--- src/core/ssr_pkg.sv ---
// Package for the card status record block: field layout, fixed values and bus map.
// Assumes a 32-bit Avalon-MM register bus with word addressing in bytes.
package ssr_pkg;
  // Record geometry.
  localparam int SSR_REC_BITS = 512;
  localparam int SSR_REC_WORDS = 16;
  // Field positions (low bit of each field).
  localparam int SSR_LANE_LSB = 510;
  localparam int SSR_SECURE_BIT = 509;
  localparam int SSR_VARIANT_LSB = 480;
  localparam int SSR_PROT_LSB = 448;
  localparam int SSR_SPEED_LSB = 440;
  localparam int SSR_MOVE_LSB = 432;
  localparam int SSR_AU_LSB = 428;
  localparam int SSR_ERSIZE_LSB = 408;
  localparam int SSR_ERTIME_LSB = 402;
  localparam int SSR_EROFF_LSB = 400;
  // Fixed field values.
  localparam logic [1:0] SSR_LANE_ONE = 2'h0;
  localparam logic [1:0] SSR_LANE_FOUR = 2'h2;
  localparam logic [15:0] SSR_VARIANT_MEM = 16'h0000;
  localparam logic [31:0] SSR_PROT_SMALL = 32'h03000000;
  localparam logic [31:0] SSR_PROT_MID = 32'h04000000;
  localparam logic [31:0] SSR_PROT_LARGE = 32'h05000000;
  localparam logic [7:0] SSR_SPEED_CLASS10 = 8'h04;
  localparam logic [7:0] SSR_MOVE_DEFAULT = 8'h02;
  localparam logic [3:0] SSR_AU_4MB = 4'h9;
  localparam logic [3:0] SSR_AU_MAX = 4'h9;
  localparam logic [15:0] SSR_ERSIZE_UNITS = 16'h0200;
  localparam logic [5:0] SSR_ERTIME_SEC = 6'h07;
  localparam logic [1:0] SSR_EROFF_SEC = 2'h2;
  localparam logic [7:0] SSR_CTRL_REV = 8'h04;
  localparam logic [7:0] SSR_IO_REV = 8'h05;
  localparam logic [7:0] SSR_SPEC_REV = 8'h00;
  // Maker content in the low 312 bits; value arbitrary.
  localparam logic [31:0] SSR_MAKER_WORD = 32'h5A5A0001;
  // Register map (byte addresses).
  localparam logic [7:0] SSR_REC_BASE = 8'h00;
  localparam logic [7:0] SSR_CTRL_OFS = 8'h40;
  localparam logic [7:0] SSR_SNAP_OFS = 8'h44;
  localparam logic [7:0] SSR_REV_OFS = 8'h48;
  localparam logic [31:0] SSR_UNMAPPED = 32'h00000000;
  // Control register field positions.
  localparam int SSR_CTL_WIDE_BIT = 0;
  localparam int SSR_CTL_SECURE_BIT = 1;
  localparam int SSR_CTL_CAP_LSB = 2;
  localparam logic [3:0] SSR_CTL_RESET = 4'h0;
  // Capacity models.
  typedef enum logic [1:0] {SSR_CAP_SMALL = 2'h0, SSR_CAP_MID = 2'h1,
                            SSR_CAP_LARGE = 2'h2} ssr_cap_t;
  // Live card state feeding the record.
  typedef struct packed {
    logic four_lane;
    logic secured;
    ssr_cap_t capacity;
  } ssr_state_t;
  // Avalon-MM request.
  typedef struct packed {
    logic read;
    logic write;
    logic [7:0] address;
    logic [31:0] writedata;
  } ssr_avreq_t;
endpackage

--- src/core/ssr_record_build.sv ---
// Builds the 512-bit status record from live card state.
// Assumes the state inputs are stable register outputs in the same clock domain.
`timescale 1ns/1ps
`default_nettype none
module ssr_record_build
  import ssr_pkg::*;
(
  // Live state.
  input wire ssr_pkg::ssr_state_t state_in,
  // Assembled record.
  output logic [511:0] record_out
);
  import ssr_pkg::*;
  ////////////////////////////////////////////////////////////////////////////
  // Protected region size follows the capacity model.
  logic [31:0] prot_size;
  always_comb
  begin
    case (state_in.capacity)
      SSR_CAP_SMALL: prot_size = SSR_PROT_SMALL;
      SSR_CAP_MID: prot_size = SSR_PROT_MID;
      SSR_CAP_LARGE: prot_size = SSR_PROT_LARGE;
      default: prot_size = SSR_PROT_LARGE;
    endcase
  end
  ////////////////////////////////////////////////////////////////////////////
  // Fields are packed high to low; unused gaps stay zero.
  always_comb
  begin
    record_out = '0;
    record_out[SSR_LANE_LSB +: 2] = state_in.four_lane ? SSR_LANE_FOUR : SSR_LANE_ONE;
    record_out[SSR_SECURE_BIT] = state_in.secured;
    record_out[SSR_VARIANT_LSB +: 16] = SSR_VARIANT_MEM;
    record_out[SSR_PROT_LSB +: 32] = prot_size;
    record_out[SSR_SPEED_LSB +: 8] = SSR_SPEED_CLASS10;
    record_out[SSR_MOVE_LSB +: 8] = SSR_MOVE_DEFAULT;
    // The reported unit size never exceeds the SSR_AU_MAX ceiling, whatever the capacity model.
    record_out[SSR_AU_LSB +: 4] = (SSR_AU_4MB > SSR_AU_MAX) ? SSR_AU_MAX : SSR_AU_4MB;
    record_out[SSR_ERSIZE_LSB +: 16] = SSR_ERSIZE_UNITS;
    record_out[SSR_ERTIME_LSB +: 6] = SSR_ERTIME_SEC;
    record_out[SSR_EROFF_LSB +: 2] = SSR_EROFF_SEC;
    // Low 312 bits hold a repeating maker word.
    for (int i = 0; i < 9; i++)
    begin
      record_out[i*32 +: 32] = SSR_MAKER_WORD;
    end
    record_out[311:288] = SSR_MAKER_WORD[23:0];
  end
endmodule
`default_nettype wire

--- src/core/ssr_status_regs.sv ---
// Top of the card status record block: Avalon-MM slave with a snapshot of the record.
// Assumes a single clock, synchronous active-high reset, and a well-behaved bus master.
`timescale 1ns/1ps
`default_nettype none
module ssr_status_regs
  import ssr_pkg::*;
(
  // Clock and reset.
  input wire logic clk_in,
  input wire logic sys_rst_in,
  // Avalon-MM slave.
  input wire logic [7:0] avs_address_in,
  input wire logic avs_read_in,
  input wire logic avs_write_in,
  input wire logic [31:0] avs_writedata_in,
  input wire logic [3:0] avs_byteenable_in,
  output logic [31:0] avs_readdata_out,
  output logic avs_waitrequest_out,
  // Command response strobe from the card transport.
  input wire logic resp_strobe_in,
  // Live state view.
  output logic four_lane_out,
  output logic secured_out
);
  import ssr_pkg::*;
  ////////////////////////////////////////////////////////////////////////////
  // Bus handshake state.
  typedef enum logic [2:0] {
    SSR_IDLE = 3'h1,
    SSR_ACK = 3'h2,
    SSR_DONE = 3'h4
  } ssr_bus_state_t;
  ssr_bus_state_t bus_state; // Current handshake state.
  ssr_bus_state_t next_bus_state; // Next handshake state.
  logic [3:0] ctrl; // Control register: lanes, secure, capacity.
  logic [3:0] next_ctrl; // Next control value.
  logic [511:0] snap; // Record captured at the last response or snapshot write.
  logic [511:0] next_snap; // Next captured record.
  logic [31:0] rdata; // Registered read data.
  logic [31:0] next_rdata; // Next read data.
  logic [511:0] live_record; // Record built from current state.
  ssr_state_t live_state; // Current state in struct form.
  ssr_avreq_t req; // Bundled bus request.
  logic [3:0] word_idx; // Record word selected by the address.
  logic [3:0] bit_lane; // Byte-enable bit for each control byte.
  ////////////////////////////////////////////////////////////////////////////
  // Bundle the request and decode the live state.
  always_comb
  begin
    req.read = avs_read_in;
    req.write = avs_write_in;
    req.address = avs_address_in;
    req.writedata = avs_writedata_in;
    live_state.four_lane = ctrl[SSR_CTL_WIDE_BIT];
    live_state.secured = ctrl[SSR_CTL_SECURE_BIT];
    live_state.capacity = ssr_cap_t'(ctrl[SSR_CTL_CAP_LSB +: 2]);
    word_idx = req.address[5:2];
    bit_lane = avs_byteenable_in;
  end
  // Record assembly from live state.
  ssr_record_build u_build (
    .state_in(live_state),
    .record_out(live_record)
  );
  ////////////////////////////////////////////////////////////////////////////
  // Handshake: a request is answered one cycle after it is seen, then a
  // one-cycle gap lets the master drop its request.
  always_comb
  begin
    next_bus_state = bus_state;
    case (bus_state)
      SSR_IDLE:
      begin
        // Accept a new request.
        if (req.read || req.write)
        begin
          next_bus_state = SSR_ACK;
        end
      end
      SSR_ACK:
      begin
        // Waitrequest is low here; the master completes.
        next_bus_state = SSR_DONE;
      end
      SSR_DONE:
      begin
        // Return to idle for the next request.
        next_bus_state = SSR_IDLE;
      end
      default:
      begin
        next_bus_state = SSR_IDLE;
      end
    endcase
  end
  always_ff @(posedge clk_in)
  begin
    if (sys_rst_in)
    begin
      bus_state <= SSR_IDLE;
    end
    else
    begin
      bus_state <= next_bus_state;
    end
  end
  // Waitrequest stays high except in the answer cycle.
  assign avs_waitrequest_out = (bus_state != SSR_ACK);
  ////////////////////////////////////////////////////////////////////////////
  // Control writes and record snapshot.
  always_comb
  begin
    next_ctrl = ctrl;
    next_snap = snap;
    // The write lands at the edge where waitrequest is sampled low.
    if (bus_state == SSR_ACK && req.write && req.address == SSR_CTRL_OFS && bit_lane[0])
    begin
      next_ctrl = req.writedata[3:0];
    end
    // Freeze the record at the response, or on a software snapshot write.
    if (resp_strobe_in || (bus_state == SSR_ACK && req.write && req.address == SSR_SNAP_OFS))
    begin
      next_snap = live_record;
    end
  end
  always_ff @(posedge clk_in)
  begin
    if (sys_rst_in)
    begin
      ctrl <= SSR_CTL_RESET;
      snap <= '0;
    end
    else
    begin
      ctrl <= next_ctrl;
      snap <= next_snap;
    end
  end
  ////////////////////////////////////////////////////////////////////////////
  // Read data, loaded in the idle cycle so it stands during the answer.
  always_comb
  begin
    next_rdata = rdata;
    if (bus_state == SSR_IDLE && req.read)
    begin
      if (req.address[7:6] == SSR_REC_BASE[7:6])
      begin
        // Word 0 holds bits 511:480.
        next_rdata = snap[(15 - word_idx)*32 +: 32];
      end
      else if (req.address == SSR_CTRL_OFS)
      begin
        next_rdata = {28'h0000000, ctrl};
      end
      else if (req.address == SSR_REV_OFS)
      begin
        next_rdata = {8'h00, SSR_SPEC_REV, SSR_IO_REV, SSR_CTRL_REV};
      end
      else
      begin
        next_rdata = SSR_UNMAPPED;
      end
    end
  end
  always_ff @(posedge clk_in)
  begin
    if (sys_rst_in)
    begin
      rdata <= '0;
    end
    else
    begin
      rdata <= next_rdata;
    end
  end
  assign avs_readdata_out = rdata;
  assign four_lane_out = ctrl[SSR_CTL_WIDE_BIT];
  assign secured_out = ctrl[SSR_CTL_SECURE_BIT];
endmodule
`default_nettype wire

--- config.mk ---
export PLATFORM = sky130hd
export DESIGN_NAME = ssr_status_regs
export DESIGN_NICKNAME = d
export VERILOG_FILES = /design/src/core/ssr_pkg.sv /design/src/core/ssr_record_build.sv /design/src/core/ssr_status_regs.sv
export SDC_FILE = /design/constraint.sdc
export NUM_CORES = 1
export LEC_CHECK = 0
export ABC_AREA = 1
export BUFFER_PORTS_ARGS = -buffer_cell sky130_fd_sc_hd__buf_2
export CORE_AREA = 2 2 66 56
export DETAILED_ROUTE_END_ITERATION = 6
export DIE_AREA = 0 0 68 58
export GPL_ROUTABILITY_DRIVEN = 0
export PLACE_DENSITY = 0.82
export SLEW_MARGIN = 40
export SYNTH_ARGS = -nofsm -noshare
export SYNTH_HDL_FRONTEND = slang
export SYNTH_SLANG_ARGS = --single-unit
export TNS_END_PERCENT = 50
--- constraint.sdc ---
create_clock -name clk_in -period 1.6 [get_ports clk_in]
set_input_delay 0.24 -clock clk_in [delete_from_list [all_inputs] [get_ports clk_in]]
set_output_delay 0.24 -clock clk_in [all_outputs]
set_load 0.005 [all_outputs]
-- After elaboration in Yosys (flattened, before gate mapping)
Index checks and enable logic that the tools add are counted.
- flip-flop bits (word level): 169
- bits of input ports: 49
- output and inout bits: 35
- add/subtract/negate cells: 1
- equal/unequal tests: 8
- shift-type cells: 1
- multiplexer cells: 7
- reduce and logical (&&, ||, !) cells: 9
- operator list (kind ; count):
    variable part select 512 x 33 -> 32 bit ; 1
    case mux 27 bit (2 select lines) ; 1
    2-to-1 mux 32 bit ; 1
    equality test 8 x 7 -> 1 bit, second input constant ; 3
    2-to-1 mux 11 bit ; 2
    case mux 3 bit (2 select lines) ; 1
    logical AND 1 bit ; 5
    subtractor 4 x 4 -> 5 bit, first input constant ; 1
    zero test 2 bit ; 2
    equality test 3 x 1 -> 1 bit, second input constant ; 1
    equality test 3 x 2 -> 1 bit, second input constant ; 1
    2-to-1 mux 3 bit ; 1
    inequality test 3 x 2 -> 1 bit, second input constant ; 1
    equality test 2 x 1 -> 1 bit, second input constant ; 1
    logical OR 1 bit ; 2
    2-to-1 mux 2 bit ; 1
    inequality test 2 bit, second input constant ; 1

-- Depth between registers and ports, before layout
Gate-level depths: netlist of the first run.
- depth in word-level cells: 4
- mapped depth: 9
- depth with buffers taken out: 9

-- Cells and area by module
From an unflattened synthesis of the first run, not the netlist that was laid out.
- cells, all modules: 3857
- area total of the unflattened synthesis: 27238.6 µm²
- modules (own cells, without submodules) (module ; times used ; cells each ; area each (µm²)):
    ssr_status_regs ; 1 ; 3341 ; 23391.2
    ssr_record_build ; 1 ; 516 ; 3847.4

-- Least setup slack after synthesis of the first run
No wires, ideal clock.
- kind: reg-to-reg
- from: reg bus_state[2]
- to: reg snap[474]
- data arrival time: 0.917 ns
- data required time: 1.487 ns
- setup slack: 0.571 ns
- stages on the path, launching flop included: 9
- buffers on the path: 0
- cell sequence: dfxtp_1 > inv_2 > nand3_2 > nor2_4 > nand2_4 > nand2_4 > nand2_2 > nand2_1 > nor2_1
- word-level cells in the longest chain between the ends: 4
- RTL lines (what ; line ; RTL):
    from (decl) ; ssr_status_regs.sv:33 ; ssr_bus_state_t bus_state;
    from (signal assigned) ; ssr_status_regs.sv:104 ; bus_state <= next_bus_state;
    equality test 3 x 2 -> 1 bit ; ssr_status_regs.sv:121 ; if (resp_strobe_in || (bus_state == SSR_ACK && req.write && req.address == SSR_SNAP_OFS))
    logical AND 1 bit (2 in a row) ; ssr_status_regs.sv:121 ;
    logical OR 1 bit ; ssr_status_regs.sv:121 ;
    to (signal assigned) ; ssr_status_regs.sv:136 ; snap <= next_snap;
    to (decl) ; ssr_status_regs.sv:37 ; logic [511:0] snap;
No other way between the ends.
A chain may end at the register's enable or synchronous reset.

-- Worst setup path after layout of the first run
- from: reg bus_state[0]
- to: reg rdata[0] (netlist: avs_readdata_out[0])
- word-level cells in the longest chain between the ends: 2
- RTL lines (what ; line ; RTL):
    equality test 3 x 1 -> 1 bit ; ssr_status_regs.sv:144 ; if (bus_state == SSR_IDLE && req.read)
    logical AND 1 bit ; ssr_status_regs.sv:144 ;
    to (signal assigned) ; ssr_status_regs.sv:173 ; rdata <= next_rdata;
    to (decl) ; ssr_status_regs.sv:39 ; logic [31:0] rdata;
No other way between the ends.

==> out/results.tsv, run 1 <==
metric	value	unit
areaGrowthSynthToFinish	16.9	%
syn_area_per_cell	7.38	µm²
regToRegEndpoint	avs_readdata_out[0]$_SDFFE_PP0P_	
timing.rr.start	bus_state[0]$_SDFFE_PP1P_	
vias	1288	
die_w	68	µm
finalWirelength	3070	µm
post_drt_wl_per_cell	10.9	µm
drcViolationCount	0	
finalHoldViolations	0	
startpoint	bus_state[0]$_SDFFE_PP1P_	
drv_cap	0	
cts_buffers	5	
synth-adder-area-share	0	%
cp.arrival	1500	ps
switching_share	25.7	%
fin_skew	2.92	ps
maxSlewViolCount	0	
dr.pass1.iters	4	
critPathLaunchType	flop	
setup_violations	0	
clkTransAtPathRegs	50	ps
grt_pass1_wl	5030	µm
hold_buffers	0	
ys_async_sr_fraction	0	%
core_area	3280	µm²
synth-edff-count	0	
synth-simple-area-share	33.3	%
clock.fmax	750	MHz
synth-seq-cells	29	
drive_gt1_share	31.1	%
postCtsSetupBuffers	0	
antenna_found_initial	0	
worstSetupPathType	flop to flop	
yosysWarnings	0	
drtIter0Drc	53	
dieArea	3940	µm²
io_buffers	41	
antenna_cells	0	
synth_xor_xnor_area_share	0	%
cts_tree	yes	
cpMaxStageDelayCell	dfxtp_1	
pwr-share-clk	37.2	%
cts_resized	0	
htreeDepth	2	
end_kind	flop	
rrSetupSlack	270	ps
yosys.area.top_type	dfxtp_1	
routed_via_density	4.55	
clockBufferDepth	2	
power.leakage	0.875	nW
setup_ws	267	ps
synth_top_area_share	39.1	%
ff2ff_path_depth	7	
whs_path_depth	3	
synthCells	201	
fp.dieH	58	µm
min_from	avs_writedata_in[3]	
synthTopCellsByCount	nand2_1, dfxtp_1, nor2_1	
fillCellCount	339	
rsz0062_at_grt	false	
synth-compound-area-share	11.2	%
synth_top_family_by_area	simple AND/OR/NAND/NOR gates	
grt_start_max_net_pins	19	
clk_latency	280	ps
grt.overflow.total	0	
cp_max_fo	11	
p_comb_share	14.0	%
critical-path-max-stage-delay	310	ps
multiInputGateArea	702	µm²
cellInternalPower	1.18	mW
path_common_cell	inv_1	
seqPwrFrac	48.8	%
final_antenna_net_count	0	
seq_area_frac_synth	39.1	%
synthTopCellsByArea	dfxtp_1, nand2_1, buf_4	
grt_usage	17.7	%
p_per_area	912	nW/µm²
fin_tns_setup	0	ps
muxShareOfSynthArea	0	%
yosysMostFrequentCell	nand2_1	
min_period	1330	ps
seqCellArea	581	µm²
critical_path_required	1760	ps
fin_crit_sh	83.3	%
crit_chain	inv_1 -> nor2_2 -> nand3_2 -> inv_2 -> nand2_1 -> inv_1 -> a21oi_1	
nets	290	
syn-cell-area	1480	µm²
grt_pass1_vias	1177	
ioPinCount	84	
clock-root-buffer	clkbuf_8	
synth_cell_types	26	
dp_slack	275	ps
start_util	45.2	%
status	finished, final reports clean	
ir_worst_vdd	0.581	mV
hold_end	ctrl[3]$_SDFFE_PP0P_	
cts.sinks	29	
synth_ff_type	dfxtp_1	
dp_hpwl	2410	µm
switching_power	0.407	mW
hp-class	input port to flop	
rows	19	
[power groups by stage]
| stage | sequential, mW | clock (mW) | combinational (mW) |
|---|---|---|---|
| 2_1_floorplan | 0.788 | 0 | 0.172 |
| 3_3_place_gp | 0.787 | 0 | 0.218 |
| 3_5_place_dp | 0.789 | 0 | 0.222 |
| 4_1_cts | 0.773 | 0.619 | 0.224 |
| 5_1_grt | 0.777 | 0.651 | 0.252 |
| 6_report | 0.772 | 0.588 | 0.222 |
[worst max path at each step]
stage / end / slack (ps) / cells past startpoint
4_1_cts: avs_readdata_out[0]$_SDFFE_PP0P_ / 240 / 7
5_1_grt: avs_readdata_out[0]$_SDFFE_PP0P_ / 90 / 7
6_report: avs_readdata_out[0]$_SDFFE_PP0P_ / 270 / 7
3_3_place_gp: avs_readdata_out[0]$_SDFFE_PP0P_ / 290 / 7
3_5_place_dp: avs_readdata_out[0]$_SDFFE_PP0P_ / 270 / 7
2_1_floorplan: snap[474]$_SDFFE_PP0P_ / 570 / 8
[kinds of logic after synthesis]
kind of cell,count (synthesis)
AO/OA/AOI/OAI,29
buffers and inverters,45
flip-flops,29
other,1
AND/OR/NAND/NOR,97
[through the flow]
stage / instances / util, % / total power, mW / hold WS, ps / area [µm²]
floorplan: 211 / - / 0.960 / 375 / 1520
global placement: 276 / 50.3 / 1.01 / 452 / 1650
detailed placement: 276 / 50.3 / 1.01 / 456 / 1650
CTS: 283 / 52.9 / 1.62 / 173 / 1740
global route: 283 / 52.9 / 1.68 / 183 / 1740
finish: 283 / 52.9 / 1.58 / 187 / 1740
[sequential cells by signal, summed over array words and instances, names as in the netlist]
register and flops:
avs_readdata_out 16, ctrl 4, snap 6, bus_state 3
[metal layers]
layer	up-vias	GRT usage, %	wire [µm]
met3	4	7.38	225
met2	44	27.2	1450
met1	559	21.3	1350
met4	0	8.57	54
li1	681	-	-
met5	-	0	0
[critical path, delay by kind of cell (launching register included)]
| family | cells | cell delay (ps) |
|---|---|---|
| buffers and inverters | 3 | 400 |
| flip-flops | 1 | 310 |
| AND/OR/NAND/NOR | 3 | 430 |
| AO/OA/AOI/OAI | 1 | 80 |
[placed cells by master (no fill, tap or decap)]
cell      instances
buf_2            41
nand2_1          40
dfxtp_1          29
nor2_1           24
inv_1            19
nand3_1          15
a21oi_1          15
conb_1           11
nor2_4            7
o21ai_0           6
clkbuf_8          6
inv_2             5
nand2_2           3
o21ai_1           3
nand3_2           2
nor2_2            2
nand2_4           2
a21oi_2           2
buf_4             2
nor3_1            1
clkinv_1          1
o21ai_2           1
o211ai_1          1
nand4_4           1
a211oi_2          1
clkbuf_1          1
[area by class of cell]
| type | count | area share, % |
|---|---|---|
| Clock buffer | 7 | 4.97 |
| Inverter | 25 | 5.41 |
| Multi-Input combinational cell | 137 | 40.4 |
| Sequential cell | 29 | 33.5 |
| Tap cell | 42 | 3.03 |
| Timing Repair Buffer | 43 | 12.7 |
Power figures use the tool's default switching activity.
==> inputs of run 2 (changes only) <==
CORE_AREA = 2 2 72 61   (was 2 2 66 56)
DIE_AREA = 0 0 74 63   (was 0 0 68 58)
PLACE_DENSITY = 0.73   (was 0.82)
clock period = 1.2 ns   (was 1.6 ns; I/O delays follow)
==> run 2 against run 1 <==
Final cell count is 7.1% higher; clock skew grew 3.2 ps; total power rose by 34%; combinational power grew 46%; design area up 5.1%; via count rose by 1.3%; sequential power increased by 35%; clock-buffer cell count rose by 1; worst hold slack worse by 63 ps; maximum frequency is 14% higher.
==> out/results.tsv, run 2 (synthesized netlist as in run 1, its figures left out) <==
metric	value	unit	change
largest_register_ffs	16		unchanged
ir_worst_vdd	0.577	mV	was 0.581 mV
cellInternalPower	1.54	mW	was 1.18 mW
grt_start_max_net_pins	19		unchanged
switching_share	27.5	%	was 25.7%
power	2.13	mW	was 1.58 mW
clock-root-buffer	clkbuf_8		unchanged
clkTransAtPathRegs	60	ps	was 50 ps
grt_pass1_vias	1188		was 1177
end_kind	flop		unchanged
cts.sinks	29		unchanged
die_w	74	µm	was 68 µm
cp.arrival	1340	ps	was 1500 ps
start_util	37.4	%	was 45.2%
fp.dieH	63	µm	was 58 µm
drive_gt1_share	35.8	%	was 31.1%
setup_ws	35.7	ps	was 267 ps
finalWirelength	3110	µm	was 3070 µm
p_comb_share	15.3	%	was 14.0%
cts_buffers	5		unchanged
fin_crit_sh	97.0	%	was 83.3%
layout.cells.most_common_list	buf_2, nand2_1, dfxtp_1, nor2_1, inv_1		unchanged
hp-class	input port to flop		unchanged
power.leakage	0.879	nW	was 0.875 nW
dp_hpwl	2400	µm	was 2410 µm
critPathLaunchType	flop		unchanged
rsz0062_at_grt	true		was false
antenna_cells	0		unchanged
cp_max_fo	8		was 11
worstSetupPathType	flop to flop		unchanged
dp_slack	-11.0	ps	was 275 ps
switching_power	0.585	mW	was 0.407 mW
clockBufferDepth	2		unchanged
startpoint	bus_state[0]$_SDFFE_PP1P_		unchanged
setup_violations	0		unchanged
status	finished, final reports clean		unchanged
rows	21		was 19
routed_via_density	4.31		was 4.55
critical_path_required	1380	ps	was 1760 ps
areaGrowthSynthToFinish	22.9	%	was 16.9%
final_antenna_net_count	0		unchanged
drcViolationCount	0		unchanged
drtIter0Drc	69		was 53
finalHoldViolations	0		unchanged
drv_cap	0		unchanged
met3_usage	6.29	%	was 7.38%
met1_usage	19.8	%	was 21.3%
seqPwrFrac	48.7	%	was 48.8%
fin_skew	6.10	ps	was 2.92 ps
io_buffers	41		unchanged
fin_tns_setup	0	ps	unchanged
htreeDepth	2		unchanged
clock.fmax	859	MHz	was 750 MHz
grt_usage	14.9	%	was 17.7%
vias	1305		was 1288
clk_latency	280	ps	about the same
core_area	3970	µm²	was 3280 µm²
final_common_cell	buf_2		unchanged
maxSlewViolCount	0		unchanged
grt_pass1_wl	5300	µm	was 5030 µm
p_per_area	1170	nW/µm²	was 912 nW/µm²
dr.pass1.iters	4		unchanged
grt.overflow.total	0		unchanged
timing.rr.start	bus_state[0]$_SDFFE_PP1P_		unchanged
antenna_found_initial	0		unchanged
met2_usage	21.9	%	was 27.2%
cts_tree	yes		unchanged
ioPinCount	84		unchanged
grt-busiest-layer	met2		unchanged
min_period	1160	ps	was 1330 ps
min_from	avs_writedata_in[3]		unchanged
pwr-share-clk	36.0	%	was 37.2%
dieArea	4660	µm²	was 3940 µm²
post_drt_wl_per_cell	10.2	µm	was 10.9 µm
nets	294		was 290
[run 2: timing repair]
action,CTS,global route
hold buffers,0,0
resized for setup,1,13
pin swaps,0,6
setup buffers,0,2
setup endpoints to repair,4,19
gates cloned,0,0
[run 2: final timing paths]
kind	slack, ps	to	cells after the start
worst max-delay path	40	ctrl[0]$_SDFFE_PP0P_	6
worst min-delay path	120	ctrl[3]$_SDFFE_PP0P_	3
worst max register to register	40	ctrl[0]$_SDFFE_PP0P_	6
worst min register to register	460	avs_readdata_out[26]$_SDFFE_PP0P_	2
[run 2: area by class of cell]
cell class	count	area (µm²)
inverters	25	96.3
well taps	57	71.3
multi-input cells	137	744
fillers	424	2140
repair buffers	47	250
clock buffers	8	80.1
flip-flops and latches	29	582
[run 2: power groups by stage]
stage | registers [mW] | logic [mW] | clock network, mW
detailed placement | 1.05 | 0.302 | 0
floorplan | 1.05 | 0.229 | 0
CTS | 1.03 | 0.306 | 0.789
global route | 1.04 | 0.365 | 0.842
finish | 1.04 | 0.325 | 0.766
global placement | 1.05 | 0.296 | 0
[run 2: stage by stage]
step	instance area (µm²)	hold WS [ps]	utilization (%)	std cells
after floorplan	1520	315	-	211
after global placement	1680	405	42.4	293
after detailed placement	1680	411	42.4	293
after CTS	1770	119	44.5	301
after global routing	1820	115	46.0	303
final	1820	124	46.0	303
[run 2: worst max-delay path, cell delays in order (launching register included)]
cell     delay [ps]
dfxtp_1         310
inv_2            90
nand3_4          90
nor2_4          190
nand4_4         180
nor2_1          130
nor2_1           60
[run 2: metal layers]
| metal | up-vias | share of wire, % |
|---|---|---|
| met5 | - | 0 |
| met4 | 0 | 1.2 |
| met3 | 3 | 5.6 |
| met2 | 33 | 44 |
| met1 | 577 | 49 |
| li1 | 692 | - |
